File: src/core/pid_pkg.sv
// Constants, field layouts and carrier types for the process slot and coprocessor access block.
//
// Behaviour
// Zero top seven VA bits take slot value
// Nonzero top bits pass address unchanged
// Substitute before cache and TLB lookups
// All user addresses eligible for substitution
// Slot register at CRn 13, op2 0, CRm 0
// Branch buffer lookup uses raw address
// Slot write invalidates whole branch buffer
// Software writes breakpoints as modified addresses
// Instruction breakpoints at CRn 14, CRm 8, 9
// Data breakpoint registers at CRm 0, 3, 4
// Permission register at CRn 15, op2 0, CRm 1
// Coprocessors 14, 15 need privileged mode only
// Clear permission bit makes access undefined
// Permission bits 31:14 ignore writes, read zero
// Writes act after sync point; reset zero (breakpoint register writes here act on the next clock, with no sync point)
package pid_pkg;
    localparam int VA_W = 32;
    localparam int SLOT_W = 7;
    localparam int SLOT_LSB = 25;
    localparam int PERM_W = 14;
    localparam int BRK_N = 5;
    localparam int BRK_IDX_W = 3;

    localparam logic [3:0] CP_SYS = 4'hf;
    localparam logic [3:0] CP_DBG = 4'he;
    localparam logic [3:0] CP_LAST_GATED = 4'hd;
    localparam logic [3:0] CRN_SLOT = 4'hd;
    localparam logic [3:0] CRN_BREAK = 4'he;
    localparam logic [3:0] CRN_PERM = 4'hf;
    localparam logic [2:0] OP2_ZERO = 3'h0;
    localparam logic [3:0] CRM_SLOT = 4'h0;
    localparam logic [3:0] CRM_PERM = 4'h1;
    localparam logic [3:0] CRM_IBRK0 = 4'h8;
    localparam logic [3:0] CRM_IBRK1 = 4'h9;
    localparam logic [3:0] CRM_DBRK_ADDR = 4'h0;
    localparam logic [3:0] CRM_DBRK_MASK = 4'h3;
    localparam logic [3:0] CRM_DBRK_CTRL = 4'h4;

    localparam logic [BRK_IDX_W-1:0] BRK_I0 = 3'h0;
    localparam logic [BRK_IDX_W-1:0] BRK_I1 = 3'h1;
    localparam logic [BRK_IDX_W-1:0] BRK_DA = 3'h2;
    localparam logic [BRK_IDX_W-1:0] BRK_DM = 3'h3;
    localparam logic [BRK_IDX_W-1:0] BRK_DC = 3'h4;

    localparam logic [SLOT_W-1:0] SLOT_RESET = 7'h00;
    localparam logic [PERM_W-1:0] PERM_RESET = 14'h0000;
    localparam logic [VA_W-1:0] WORD_ZERO = 32'h0000_0000;

    typedef struct packed {
        logic valid;
        logic write;
        logic privileged;
        logic [3:0] cp_num;
        logic [3:0] crn;
        logic [3:0] crm;
        logic [2:0] opcode_2;
        logic [VA_W-1:0] wdata;
    } cp_req_t;

    typedef struct packed {
        logic done;
        logic undef;
        logic grant;
        logic [VA_W-1:0] rdata;
    } cp_resp_t;

    typedef struct packed {
        logic [VA_W-1:0] instr_break_zero;
        logic [VA_W-1:0] instr_break_one;
        logic [VA_W-1:0] data_break_addr;
        logic [VA_W-1:0] data_break_mask_addr;
        logic [VA_W-1:0] data_break_control;
    } break_regs_t;
endpackage : pid_pkg

File: src/core/addr_slot_remap.sv
// Registered process slot substitution for one virtual address stream.
`timescale 1ns/1ps
module addr_slot_remap #(
    parameter int VA_W = 32,
    parameter int SLOT_W = 7
) (
    // Clock and reset
    input wire logic clk,
    input wire logic reset,
    // Address in, slot value, modified address out
    input wire logic [VA_W-1:0] va,
    input wire logic [SLOT_W-1:0] slot,
    output logic [VA_W-1:0] mod_addr_reg
);
    logic [VA_W-1:0] mod_addr_next;
    logic top_zero;

    assign top_zero = (va[VA_W-1 -: SLOT_W] == '0);

    always_comb begin
        mod_addr_next = va;
        if (top_zero) begin
            mod_addr_next = {slot, va[VA_W-SLOT_W-1:0]};
        end
    end

    always_ff @(posedge clk) begin
        if (reset) begin
            mod_addr_reg <= '0;
        end else begin
            mod_addr_reg <= mod_addr_next;
        end
    end
endmodule : addr_slot_remap

File: src/core/pid_remap_and_coproc_access.sv
// Process slot remap, breakpoint register bank and coprocessor permission gate.
`timescale 1ns/1ps
module pid_remap_and_coproc_access (
    // Clock and reset
    input wire logic clk,
    input wire logic reset,
    // Coprocessor move requests from the core
    input pid_pkg::cp_req_t req,
    output pid_pkg::cp_resp_t resp,
    // Pipeline synchronisation point
    input wire logic sync_point,
    // Address streams before cache and TLB lookup
    input wire logic [pid_pkg::VA_W-1:0] instr_va,
    input wire logic [pid_pkg::VA_W-1:0] data_va,
    output logic [pid_pkg::VA_W-1:0] instr_mod_addr,
    output logic [pid_pkg::VA_W-1:0] data_mod_addr,
    // Branch target buffer side
    output logic [pid_pkg::VA_W-1:0] branch_buf_addr,
    output logic branch_buf_flush,
    // Register contents for the rest of the core
    output pid_pkg::break_regs_t break_regs,
    output logic [pid_pkg::PERM_W-1:0] perm_active
);
    logic [pid_pkg::SLOT_W-1:0] slot_staged_reg;
    logic [pid_pkg::SLOT_W-1:0] slot_active_reg;
    logic [pid_pkg::PERM_W-1:0] perm_staged_reg;
    logic [pid_pkg::PERM_W-1:0] perm_active_reg;
    logic [pid_pkg::VA_W-1:0] break_reg [pid_pkg::BRK_N];
    logic [pid_pkg::VA_W-1:0] branch_buf_addr_reg;
    logic branch_buf_flush_reg;
    pid_pkg::cp_resp_t resp_reg;
    pid_pkg::cp_resp_t resp_next;

    logic is_sys;
    logic is_dbg;
    logic is_gated;
    logic sel_slot;
    logic sel_perm;
    logic sel_brk;
    logic brk_hit;
    logic [pid_pkg::BRK_IDX_W-1:0] brk_idx;
    logic deny;
    logic accept;
    logic wr_slot;

    // Decode of the coprocessor move fields.
    assign is_sys = (req.cp_num == pid_pkg::CP_SYS);
    assign is_dbg = (req.cp_num == pid_pkg::CP_DBG);
    assign is_gated = (req.cp_num <= pid_pkg::CP_LAST_GATED);
    assign sel_slot = is_sys && (req.crn == pid_pkg::CRN_SLOT)
                      && (req.opcode_2 == pid_pkg::OP2_ZERO)
                      && (req.crm == pid_pkg::CRM_SLOT);
    assign sel_perm = is_sys && (req.crn == pid_pkg::CRN_PERM)
                      && (req.opcode_2 == pid_pkg::OP2_ZERO)
                      && (req.crm == pid_pkg::CRM_PERM);
    assign sel_brk = is_sys && (req.crn == pid_pkg::CRN_BREAK)
                     && (req.opcode_2 == pid_pkg::OP2_ZERO) && brk_hit;

    always_comb begin
        brk_hit = 1'b1;
        brk_idx = pid_pkg::BRK_I0;
        case (req.crm)
            pid_pkg::CRM_IBRK0: brk_idx = pid_pkg::BRK_I0;
            pid_pkg::CRM_IBRK1: brk_idx = pid_pkg::BRK_I1;
            pid_pkg::CRM_DBRK_ADDR: brk_idx = pid_pkg::BRK_DA;
            pid_pkg::CRM_DBRK_MASK: brk_idx = pid_pkg::BRK_DM;
            pid_pkg::CRM_DBRK_CTRL: brk_idx = pid_pkg::BRK_DC;
            default: brk_hit = 1'b0;
        endcase
    end

    // The system and debug coprocessors ignore the permission bits entirely.
    always_comb begin
        deny = 1'b0;
        if ((is_sys || is_dbg) && !req.privileged) begin
            deny = 1'b1;
        end else if (is_gated && !perm_active_reg[req.cp_num]) begin
            deny = 1'b1;
        end
    end

    assign accept = req.valid && !deny;
    assign wr_slot = accept && req.write && sel_slot;

    // Answer: one cycle after the request, reads carry the staged values.
    always_comb begin
        resp_next = '0;
        resp_next.done = req.valid;
        resp_next.undef = req.valid && deny;
        resp_next.grant = accept && is_gated;
        if (accept && !req.write) begin
            if (sel_slot) begin
                resp_next.rdata = {slot_staged_reg, {pid_pkg::SLOT_LSB{1'b0}}};
            end else if (sel_perm) begin
                resp_next.rdata = {{(pid_pkg::VA_W-pid_pkg::PERM_W){1'b0}},
                                   perm_staged_reg};
            end else if (sel_brk) begin
                resp_next.rdata = break_reg[brk_idx];
            end
        end
    end

    always_ff @(posedge clk) begin
        if (reset) begin
            resp_reg <= '0;
        end else begin
            resp_reg <= resp_next;
        end
    end

    // Staged copies hold what software wrote; reserved slot bits are dropped.
    always_ff @(posedge clk) begin
        if (reset) begin
            slot_staged_reg <= pid_pkg::SLOT_RESET;
        end else if (wr_slot) begin
            slot_staged_reg <= req.wdata[pid_pkg::VA_W-1 -: pid_pkg::SLOT_W];
        end
    end

    always_ff @(posedge clk) begin
        if (reset) begin
            perm_staged_reg <= pid_pkg::PERM_RESET;
        end else if (accept && req.write && sel_perm) begin
            perm_staged_reg <= req.wdata[pid_pkg::PERM_W-1:0];
        end
    end

    // The live copies change only at a synchronisation point, so instructions
    // already in flight keep the old mapping and permissions. A write in the
    // same cycle as the sync pulse waits for the next one.
    always_ff @(posedge clk) begin
        if (reset) begin
            slot_active_reg <= pid_pkg::SLOT_RESET;
            perm_active_reg <= pid_pkg::PERM_RESET;
        end else if (sync_point) begin
            slot_active_reg <= slot_staged_reg;
            perm_active_reg <= perm_staged_reg;
        end
    end

    // Breakpoint values are stored as written; software already merged the slot.
    always_ff @(posedge clk) begin
        if (reset) begin
            for (int i = 0; i < pid_pkg::BRK_N; i++) begin
                break_reg[i] <= pid_pkg::WORD_ZERO;
            end
        end else if (accept && req.write && sel_brk) begin
            break_reg[brk_idx] <= req.wdata;
        end
    end

    // Flush on every slot write, even one of the same value.
    always_ff @(posedge clk) begin
        if (reset) begin
            branch_buf_flush_reg <= 1'b0;
        end else begin
            branch_buf_flush_reg <= wr_slot;
        end
    end

    always_ff @(posedge clk) begin
        if (reset) begin
            branch_buf_addr_reg <= pid_pkg::WORD_ZERO;
        end else begin
            branch_buf_addr_reg <= instr_va;
        end
    end

    // Both streams are remapped with one cycle of latency ahead of lookup.
    addr_slot_remap #(
        .VA_W(pid_pkg::VA_W),
        .SLOT_W(pid_pkg::SLOT_W)
    ) u_instr_remap (
        .clk(clk),
        .reset(reset),
        .va(instr_va),
        .slot(slot_active_reg),
        .mod_addr_reg(instr_mod_addr)
    );

    addr_slot_remap #(
        .VA_W(pid_pkg::VA_W),
        .SLOT_W(pid_pkg::SLOT_W)
    ) u_data_remap (
        .clk(clk),
        .reset(reset),
        .va(data_va),
        .slot(slot_active_reg),
        .mod_addr_reg(data_mod_addr)
    );

    assign resp = resp_reg;
    assign branch_buf_addr = branch_buf_addr_reg;
    assign branch_buf_flush = branch_buf_flush_reg;
    assign perm_active = perm_active_reg;
    // One assignment for the whole carrier keeps the output to a single driver.
    assign break_regs = {break_reg[pid_pkg::BRK_I0], break_reg[pid_pkg::BRK_I1],
                         break_reg[pid_pkg::BRK_DA], break_reg[pid_pkg::BRK_DM],
                         break_reg[pid_pkg::BRK_DC]};

    // Address path checks.
    a_slot_subst: assert property (@(posedge clk) disable iff (reset)
        (data_va[pid_pkg::VA_W-1 -: pid_pkg::SLOT_W] == '0)
        |=> (data_mod_addr[pid_pkg::VA_W-1 -: pid_pkg::SLOT_W] == $past(slot_active_reg)))
        else $error("data address top bits not replaced by slot");

    a_instr_subst: assert property (@(posedge clk) disable iff (reset)
        (instr_va[pid_pkg::VA_W-1 -: pid_pkg::SLOT_W] == '0)
        |=> (instr_mod_addr == {$past(slot_active_reg),
                                $past(instr_va[pid_pkg::SLOT_LSB-1:0])}))
        else $error("instruction address not remapped with slot");

    a_no_subst: assert property (@(posedge clk) disable iff (reset)
        (instr_va[pid_pkg::VA_W-1 -: pid_pkg::SLOT_W] != '0)
        |=> (instr_mod_addr == $past(instr_va)))
        else $error("address with nonzero top bits was changed");

    a_data_pass: assert property (@(posedge clk) disable iff (reset)
        (data_va[pid_pkg::VA_W-1 -: pid_pkg::SLOT_W] != '0)
        |=> (data_mod_addr == $past(data_va)))
        else $error("data address with nonzero top bits was changed");

    a_branch_raw: assert property (@(posedge clk) disable iff (reset)
        (slot_active_reg != pid_pkg::SLOT_RESET) |=> (branch_buf_addr == $past(instr_va)))
        else $error("branch buffer address was remapped");

    // Branch buffer flush checks.
    a_flush_on_write: assert property (@(posedge clk) disable iff (reset)
        wr_slot |=> branch_buf_flush ##1 (!branch_buf_flush || $past(wr_slot)))
        else $error("slot write did not pulse branch buffer flush");

    a_flush_cause: assert property (@(posedge clk) disable iff (reset)
        branch_buf_flush |-> $past(wr_slot))
        else $error("branch buffer flushed without slot write");

    // Move port answer checks.
    a_perm_deny: assert property (@(posedge clk) disable iff (reset)
        (req.valid && is_gated && !perm_active_reg[req.cp_num])
        |=> (resp.done && resp.undef && !resp.grant))
        else $error("denied coprocessor access not made undefined");

    a_perm_grant: assert property (@(posedge clk) disable iff (reset)
        (req.valid && is_gated && perm_active_reg[req.cp_num])
        |=> (resp.done && resp.grant && !resp.undef))
        else $error("permitted coprocessor access was refused");

    a_grant_gated: assert property (@(posedge clk) disable iff (reset)
        resp.grant |-> ($past(req.cp_num) <= pid_pkg::CP_LAST_GATED))
        else $error("grant given to an ungated coprocessor");

    a_priv_only: assert property (@(posedge clk) disable iff (reset)
        (req.valid && (is_sys || is_dbg))
        |=> (resp.undef == !$past(req.privileged)))
        else $error("system coprocessor privilege check wrong");

    a_resp_idle: assert property (@(posedge clk) disable iff (reset)
        !req.valid |=> (resp == '0))
        else $error("answer given without a request");

    a_unmapped_zero: assert property (@(posedge clk) disable iff (reset)
        (req.valid && (is_sys || is_dbg) && !sel_slot && !sel_perm && !sel_brk)
        |=> (resp.rdata == '0))
        else $error("unmapped selection returned data");

    a_slot_read: assert property (@(posedge clk) disable iff (reset)
        (accept && !req.write && sel_slot)
        |=> (resp.rdata == {$past(slot_staged_reg), {pid_pkg::SLOT_LSB{1'b0}}}))
        else $error("slot register read returned wrong value");

    a_perm_rsvd: assert property (@(posedge clk) disable iff (reset)
        (req.valid && !deny && !req.write && sel_perm)
        |=> (resp.rdata[pid_pkg::VA_W-1:pid_pkg::PERM_W] == '0))
        else $error("reserved permission bits read nonzero");

    a_perm_store: assert property (@(posedge clk) disable iff (reset)
        (accept && req.write && sel_perm)
        |=> (perm_staged_reg == $past(req.wdata[pid_pkg::PERM_W-1:0])))
        else $error("permission write not stored");

    a_deny_no_store: assert property (@(posedge clk) disable iff (reset)
        (req.valid && deny && req.write)
        |=> ($stable(slot_staged_reg) && $stable(perm_staged_reg)))
        else $error("refused write changed a register");

    // Staged and live copies.
    a_sync_effect: assert property (@(posedge clk) disable iff (reset)
        (wr_slot && !sync_point) ##1 sync_point
        |=> (slot_active_reg == $past(slot_staged_reg, 1)))
        else $error("slot write did not take effect at sync point");

    a_sync_hold: assert property (@(posedge clk) disable iff (reset)
        !sync_point |=> ($stable(slot_active_reg) && $stable(perm_active_reg)))
        else $error("live copy changed without sync point");

    a_reset_zero: assert property (@(posedge clk)
        $past(reset) |-> (slot_active_reg == pid_pkg::SLOT_RESET
                          && perm_active_reg == pid_pkg::PERM_RESET
                          && !branch_buf_flush_reg))
        else $error("register not zero after reset");

    a_brk_store: assert property (@(posedge clk) disable iff (reset)
        (accept && req.write && sel_brk)
        |=> (break_reg[$past(brk_idx)] == $past(req.wdata)))
        else $error("breakpoint register did not store write");
endmodule : pid_remap_and_coproc_access

File: config.mk
export PLATFORM = sky130hd
export DESIGN_NAME = pid_remap_and_coproc_access
export DESIGN_NICKNAME = d
export VERILOG_FILES = /design/src/core/pid_pkg.sv /design/src/core/addr_slot_remap.sv /design/src/core/pid_remap_and_coproc_access.sv
export SDC_FILE = /design/constraint.sdc
export NUM_CORES = 1
export LEC_CHECK = 0
export BUFFER_PORTS_ARGS = -buffer_cell sky130_fd_sc_hd__buf_2
export CAP_MARGIN = 20
export CELL_PAD_IN_SITES_DETAIL_PLACEMENT = 2
export CELL_PAD_IN_SITES_GLOBAL_PLACEMENT = 2
export CORE_UTILIZATION = 30
export DETAILED_ROUTE_END_ITERATION = 6
export PLACE_DENSITY_LB_ADDON = 0.1
export SETUP_SLACK_MARGIN = 0.05
export SKIP_LAST_GASP = 1
export SYNTH_ARGS = -nofsm -noshare
export SYNTH_HDL_FRONTEND = slang
export SYNTH_SLANG_ARGS = --single-unit
File: constraint.sdc
create_clock -name clk -period 4.9 [get_ports clk]
set_clock_uncertainty 0.1 [all_clocks]
set_input_delay 0.98 -clock clk [delete_from_list [all_inputs] [get_ports clk]]
set_output_delay 0.98 -clock clk [all_outputs]
set_load 0.02 [all_outputs]
After elaboration in Yosys (flattened, before gate mapping)

Memories as Yosys holds them, arrays and structs flattened.
Cells that the tools add are included.

Flip-flop bits (word level): 174
Bits in writable memories: 160
Output and inout bits: 306
Logic and storage cells: 81
Memories: 1

Memories:

| memory    | depth | bits a word | read ports | clocked after memory_dff | wr ports | line                              | source |
|---|---|---|---|---|---|---|---|
| break_reg | 5     | 32          | 6          | 0                        | 5        | pid_remap_and_coproc_access.sv:28 | `logic [pid_pkg::VA_W-1:0] break_reg [pid_pkg::BRK_N];` |

$lt $le $gt $ge: 2
Eq/ne operators: 10
Mux-type cells: 19
Bitwise gates (word level): 2
Reductions and logical operators: 33

Operator list:

| cell                                                                         | count |
|---|---|
| 32-bit two-way mux                                                           | 6 |
| 32-bit OR reduction                                                          | 1 |
| 4-bit equality test, second input constant                                   | 7 |
| 1-bit logical AND                                                            | 19 |
| 7-bit zero test                                                              | 2 |
| 3-bit case mux with 4 select lines                                           | 1 |
| 1-bit two-way mux                                                            | 10 |
| 5-bit OR reduction                                                           | 2 |
| 4-bit by 5-bit less-than comparator with 1-bit output, second input constant | 1 |
| 1-bit binary-select mux with 4-bit select                                    | 1 |
| 4-bit by 1-bit equality test with 1-bit output, second input constant        | 1 |
| 4-bit by 2-bit equality test with 1-bit output, second input constant        | 1 |
| 4-bit by 3-bit equality test with 1-bit output, second input constant        | 1 |
| 4-bit <= comparator, second input constant                                   | 1 |
| 1-bit zero test                                                              | 4 |
| 4-bit zero test                                                              | 1 |
| 3-bit zero test                                                              | 1 |
| 3-bit two-way mux                                                            | 1 |
| 3-bit OR reduction                                                           | 1 |
| 1-bit NOT                                                                    | 2 |
| 2-bit OR reduction                                                           | 1 |
| 1-bit logical OR                                                             | 1 |

Depth between registers and ports, before layout

Depth after elaboration: 15
Depth in mapped cells: 8
Depth with buffers taken out: 5

Cells and area by module

A second synthesis with hierarchy kept.

Cells, all modules: 1,192
Area, all modules: 14,262.4 um2

Modules (own cells, without submodules):

| module                      | instances | cells each | area each (um2) |
|---|---|---|---|
| pid_remap_and_coproc_access | 1         | 1,026      | 12,230.5 |
| addr_slot_remap             | 2         | 83         | 1,016.0 |

Worst setup path before layout

Ideal clock, no wire load.

Path type: input-to-reg
Start point: input req[43] (netlist bit)
End point: memory break_reg[2][0] (netlist bit) (enable)
Library setup time: 0.428 ns
Arrival: 4.259 ns
Required time: 4.372 ns
Slack: 0.113 ns
Cell stages on the path: 8
Buffers on the path: 3
Cells stage by stage: buf_4 or4b_1 or4_4 nor2_2 nand4b_1 buf_6 buf_4 o21bai_1

RTL lines:

| element     | line                              | source |
|---|---|---|
| from (decl) | pid_remap_and_coproc_access.sv:8  | `input pid_pkg::cp_req_t req,` |
| to (decl)   | pid_remap_and_coproc_access.sv:28 |  |

==> key figures <==
Cells and area
  – Max reg flops: between 200 and 250
  – Register area: approximately 9400 um^2
  – Multi-input logic area: between 5000 and 6000 um^2
  – Area grow syn2layout: 28.11%
  – Layout cells sized above 1: 0.3919
  – Filler cells: between 5,000 and 6,000
  – Nets: around 1,800
  – Cell area after layout: roughly 19,000 um^2

Logic synthesis
  – Post-synthesis compound-gate area fraction: 0.07185
  – Multiplexer share of the synthesized area: 0.06215
  – Adder-cell share of the synthesized area: 0
  – Yosys top cell area share: 0.4276
  – Top cells by count, synth: edfxtp_1 (213), dfxtp_1 (149), nand2_1 (89)
  – Count of flip-flops with a built-in enable after synthesis: about 210
  – Post-Synth XOR/XNOR Area: 0.001171
  – Simple-gate area share of the yosys netlist: 0.1825
  – Synth unique cells: between 50 and 60
  – Post-synthesis register bit count: approximately 360
  – Largest area contributor in the synthesized netlist: edfxtp_1
  – Main flop type after synthesis: edfxtp_1
  – Largest family of logic cells by synthesized area: simple AND/OR/NAND/NOR gates
  – Synthesized area per cell: 12.13 um^2
  – Mapped Cells: ~1,200
  – Cell Area, Synth: roughly 15,000 um^2
  – Synthesis warning total: 0
  – Seq/Total Area, Yosys: 0.6270
  – Ranking of synthesized cells by area: edfxtp_1 (43%), dfxtp_1 (20%), nor3_2 (5.8%)
  – Async set or reset register ratio after synthesis: 0
  – Most frequent cell after synthesis: edfxtp_1

Critical path
  – Crit-path cells: buf_2 -> or4b_1 -> or4_4 -> nor2_2 -> nand4b_1 -> buf_12 -> o21bai_4 -> buf_4
  – Worst endpoint required time: about 5000 ps
  – Setup crit start kind: input port
  – CP max-delay cell: or4_4
  – Critical path type: in -> reg
  – Crit end category: register
  – Worst r2r src: perm_active[7]$_SDFFE_PP0P_
  – Slowest stage delay, CP: around 570 ps
  – Arrival time at the worst endpoint: between 3000 and 4000 ps
  – Critical Path Start: req[43]
  – Crit-path max FO: around 110

Hold path
  – Hold_sp: slot_staged_reg[5]$_SDFFE_PP0P_
  – Hold Crit Class: reg -> reg

CTS
  – Worst-path clk slew: 60 ps
  – Cts bufs inserted: between 40 and 50
  – Cts hold-fix bufs: 0
  – H-tree depth: 2
  – Clock buffer depth: 3
  – Post_cts resized: 0
  – Clock Latency Late Sink: ~560 ps
  – Setup Buffers After CTS: 0
  – CTS sink count: between 300 and 400
  – Root Buffer: clkbuf_16
  – CTS tree: done

Global routing
  – Largest net degree at the start of global routing: 109
  – First-pass GRT wire length: 79,770 um
  – Gr ovfl total: 0
  – Initial antenna violation count: 1
  – Number of global-route vias before repair: ~12,000
  – Gr usage total: 0.2139

Route
  – Routed wire length: between 50,000 and 60,000 um
  – Post-DRT Antenna Nets: 0
  – Wire length per cell: approximately 23 um
  – DRC errors left: 0
  – Initial drt markers: 568
  – DR vias/cell: 4.869
  – Via count: roughly 11,000
  – DR pass1 iterations: 5

Die
  – Rows: 81
  – Initial Util: 0.3049
  – Total Die Area: about 51,000 um^2
  – # IOs: between 400 and 500
  – Die X: around 230 um
  – DIE HEIGHT: 225.3 um
  – Core Region: between 40,000 and 50,000 um^2

Timing
  – Final worst path period share: 0.7306
  – Fin Hold WS: around 380 ps
  – Final Hold Viols: 0
  – Setup total negative slack: 0 ps
  – Final Critical Period: around 3600 ps
  – RSZ-0062 raised after global routing: false
  – Fmax: 0.2793 GHz
  – Max Transition Viols Final: 0
  – Worst slew margin: 0.2895
  – # setup viols final: 0
  – Measured slew at the worst slew-check pin: approximately 1100 ps

Pwr
  – Peak VDD IR: between 150 and 200 uV
  – PD cells: approximately 380 nW/um^2
  – LEAKAGE: 7.592 nW

Placement
  – Routability cong.: approximately 0.8
  – HPWL Detailed: slightly below 40,000 um
  – Input/output buffers: about 420
  – Post-DP Area: between 15,000 and 20,000 um^2

Status
  – Status: finished clean

Job
  – MaxCap Viol Count: 0
## where the power goes
group          total, W  switching (W)  internal (W)
clock           0.00314        0.00128       0.00187
combinational  0.000667       0.000455      0.000212
sequential      0.00344      0.0000797       0.00336
## final cells by class
cell class | instances | share of cell area
Antenna cell | 1 | 0.0001306
Clock buffer | 64 | 0.06719
Clock inverter | 14 | 0.005093
Inverter | 41 | 0.008031
Multi-Input combinational cell | 760 | 0.2643
Sequential cell | 362 | 0.4895
Tap cell | 664 | 0.04336
Timing Repair Buffer | 448 | 0.1225
## cell families after synthesis
group,after synthesis
other,1
AOI/OAI and AO/OA,161
buffers and inverters,163
DFF,362
xor gates and xnor gates,2
muxes,87
and+or+nand+nor,457
## stage by stage
stage / power [W] / instances / utilization / worst slack, ps
finish: 0.007247 / 2354 / 0.3906 / 1320
global route: 0.007514 / 2354 / 0.3906 / 1198
CTS: 0.007358 / 2353 / 0.3906 / 1315
detailed placement: 0.004180 / 2275 / 0.3624 / 720.8
global placement: 0.004167 / 2275 / 0.3624 / 771.9
floorplan: 0.003868 / 1285 / - / 113.1
## placed cells by master, fill, tap and decap left out, types with 15 or more instances in the layout
master / n
buf_4: 24
mux2i_1: 40
mux2_2: 47
nor3_1: 78
inv_1: 41
conb_1: 53
o21ai_0: 15
nand2_1: 88
a21oi_1: 48
nor3_2: 86
nand3_1: 55
a31oi_1: 16
o211ai_1: 28
nor2_1: 51
nor2b_1: 61
edfxtp_1: 213
buf_2: 421
dfxtp_1: 149
clkbuf_16: 45
## path summary, 6_finish.rpt
kind	endpoint	slack (ps)	cells after the start
hold / removal	resp[30]$_SDFF_PP0_	380	2
setup reg to reg	break_reg[2][6]$_SDFFCE_PN0P_	1900	7
hold reg to reg	resp[30]$_SDFF_PP0_	380	2
setup / recovery	break_reg[4][8]$_SDFFCE_PN0P_	1320	8
## critical path, delay by kind of cell
family / cells / cell delay (ps)
AOI/OAI and AO/OA: 1 / 200
buffers and inverters: 3 / 950
and+or+nand+nor: 4 / 1420
## layer usage
layer,GRT usage,part of all wire,routed length (um)
met5,0,0,0
met4,0.07483,0.028,1557
met3,0.03194,0.046,2518
met2,0.3849,0.53,28980
met1,0.2582,0.40,21960
Note: power is estimated with default switching activity, not from simulation.
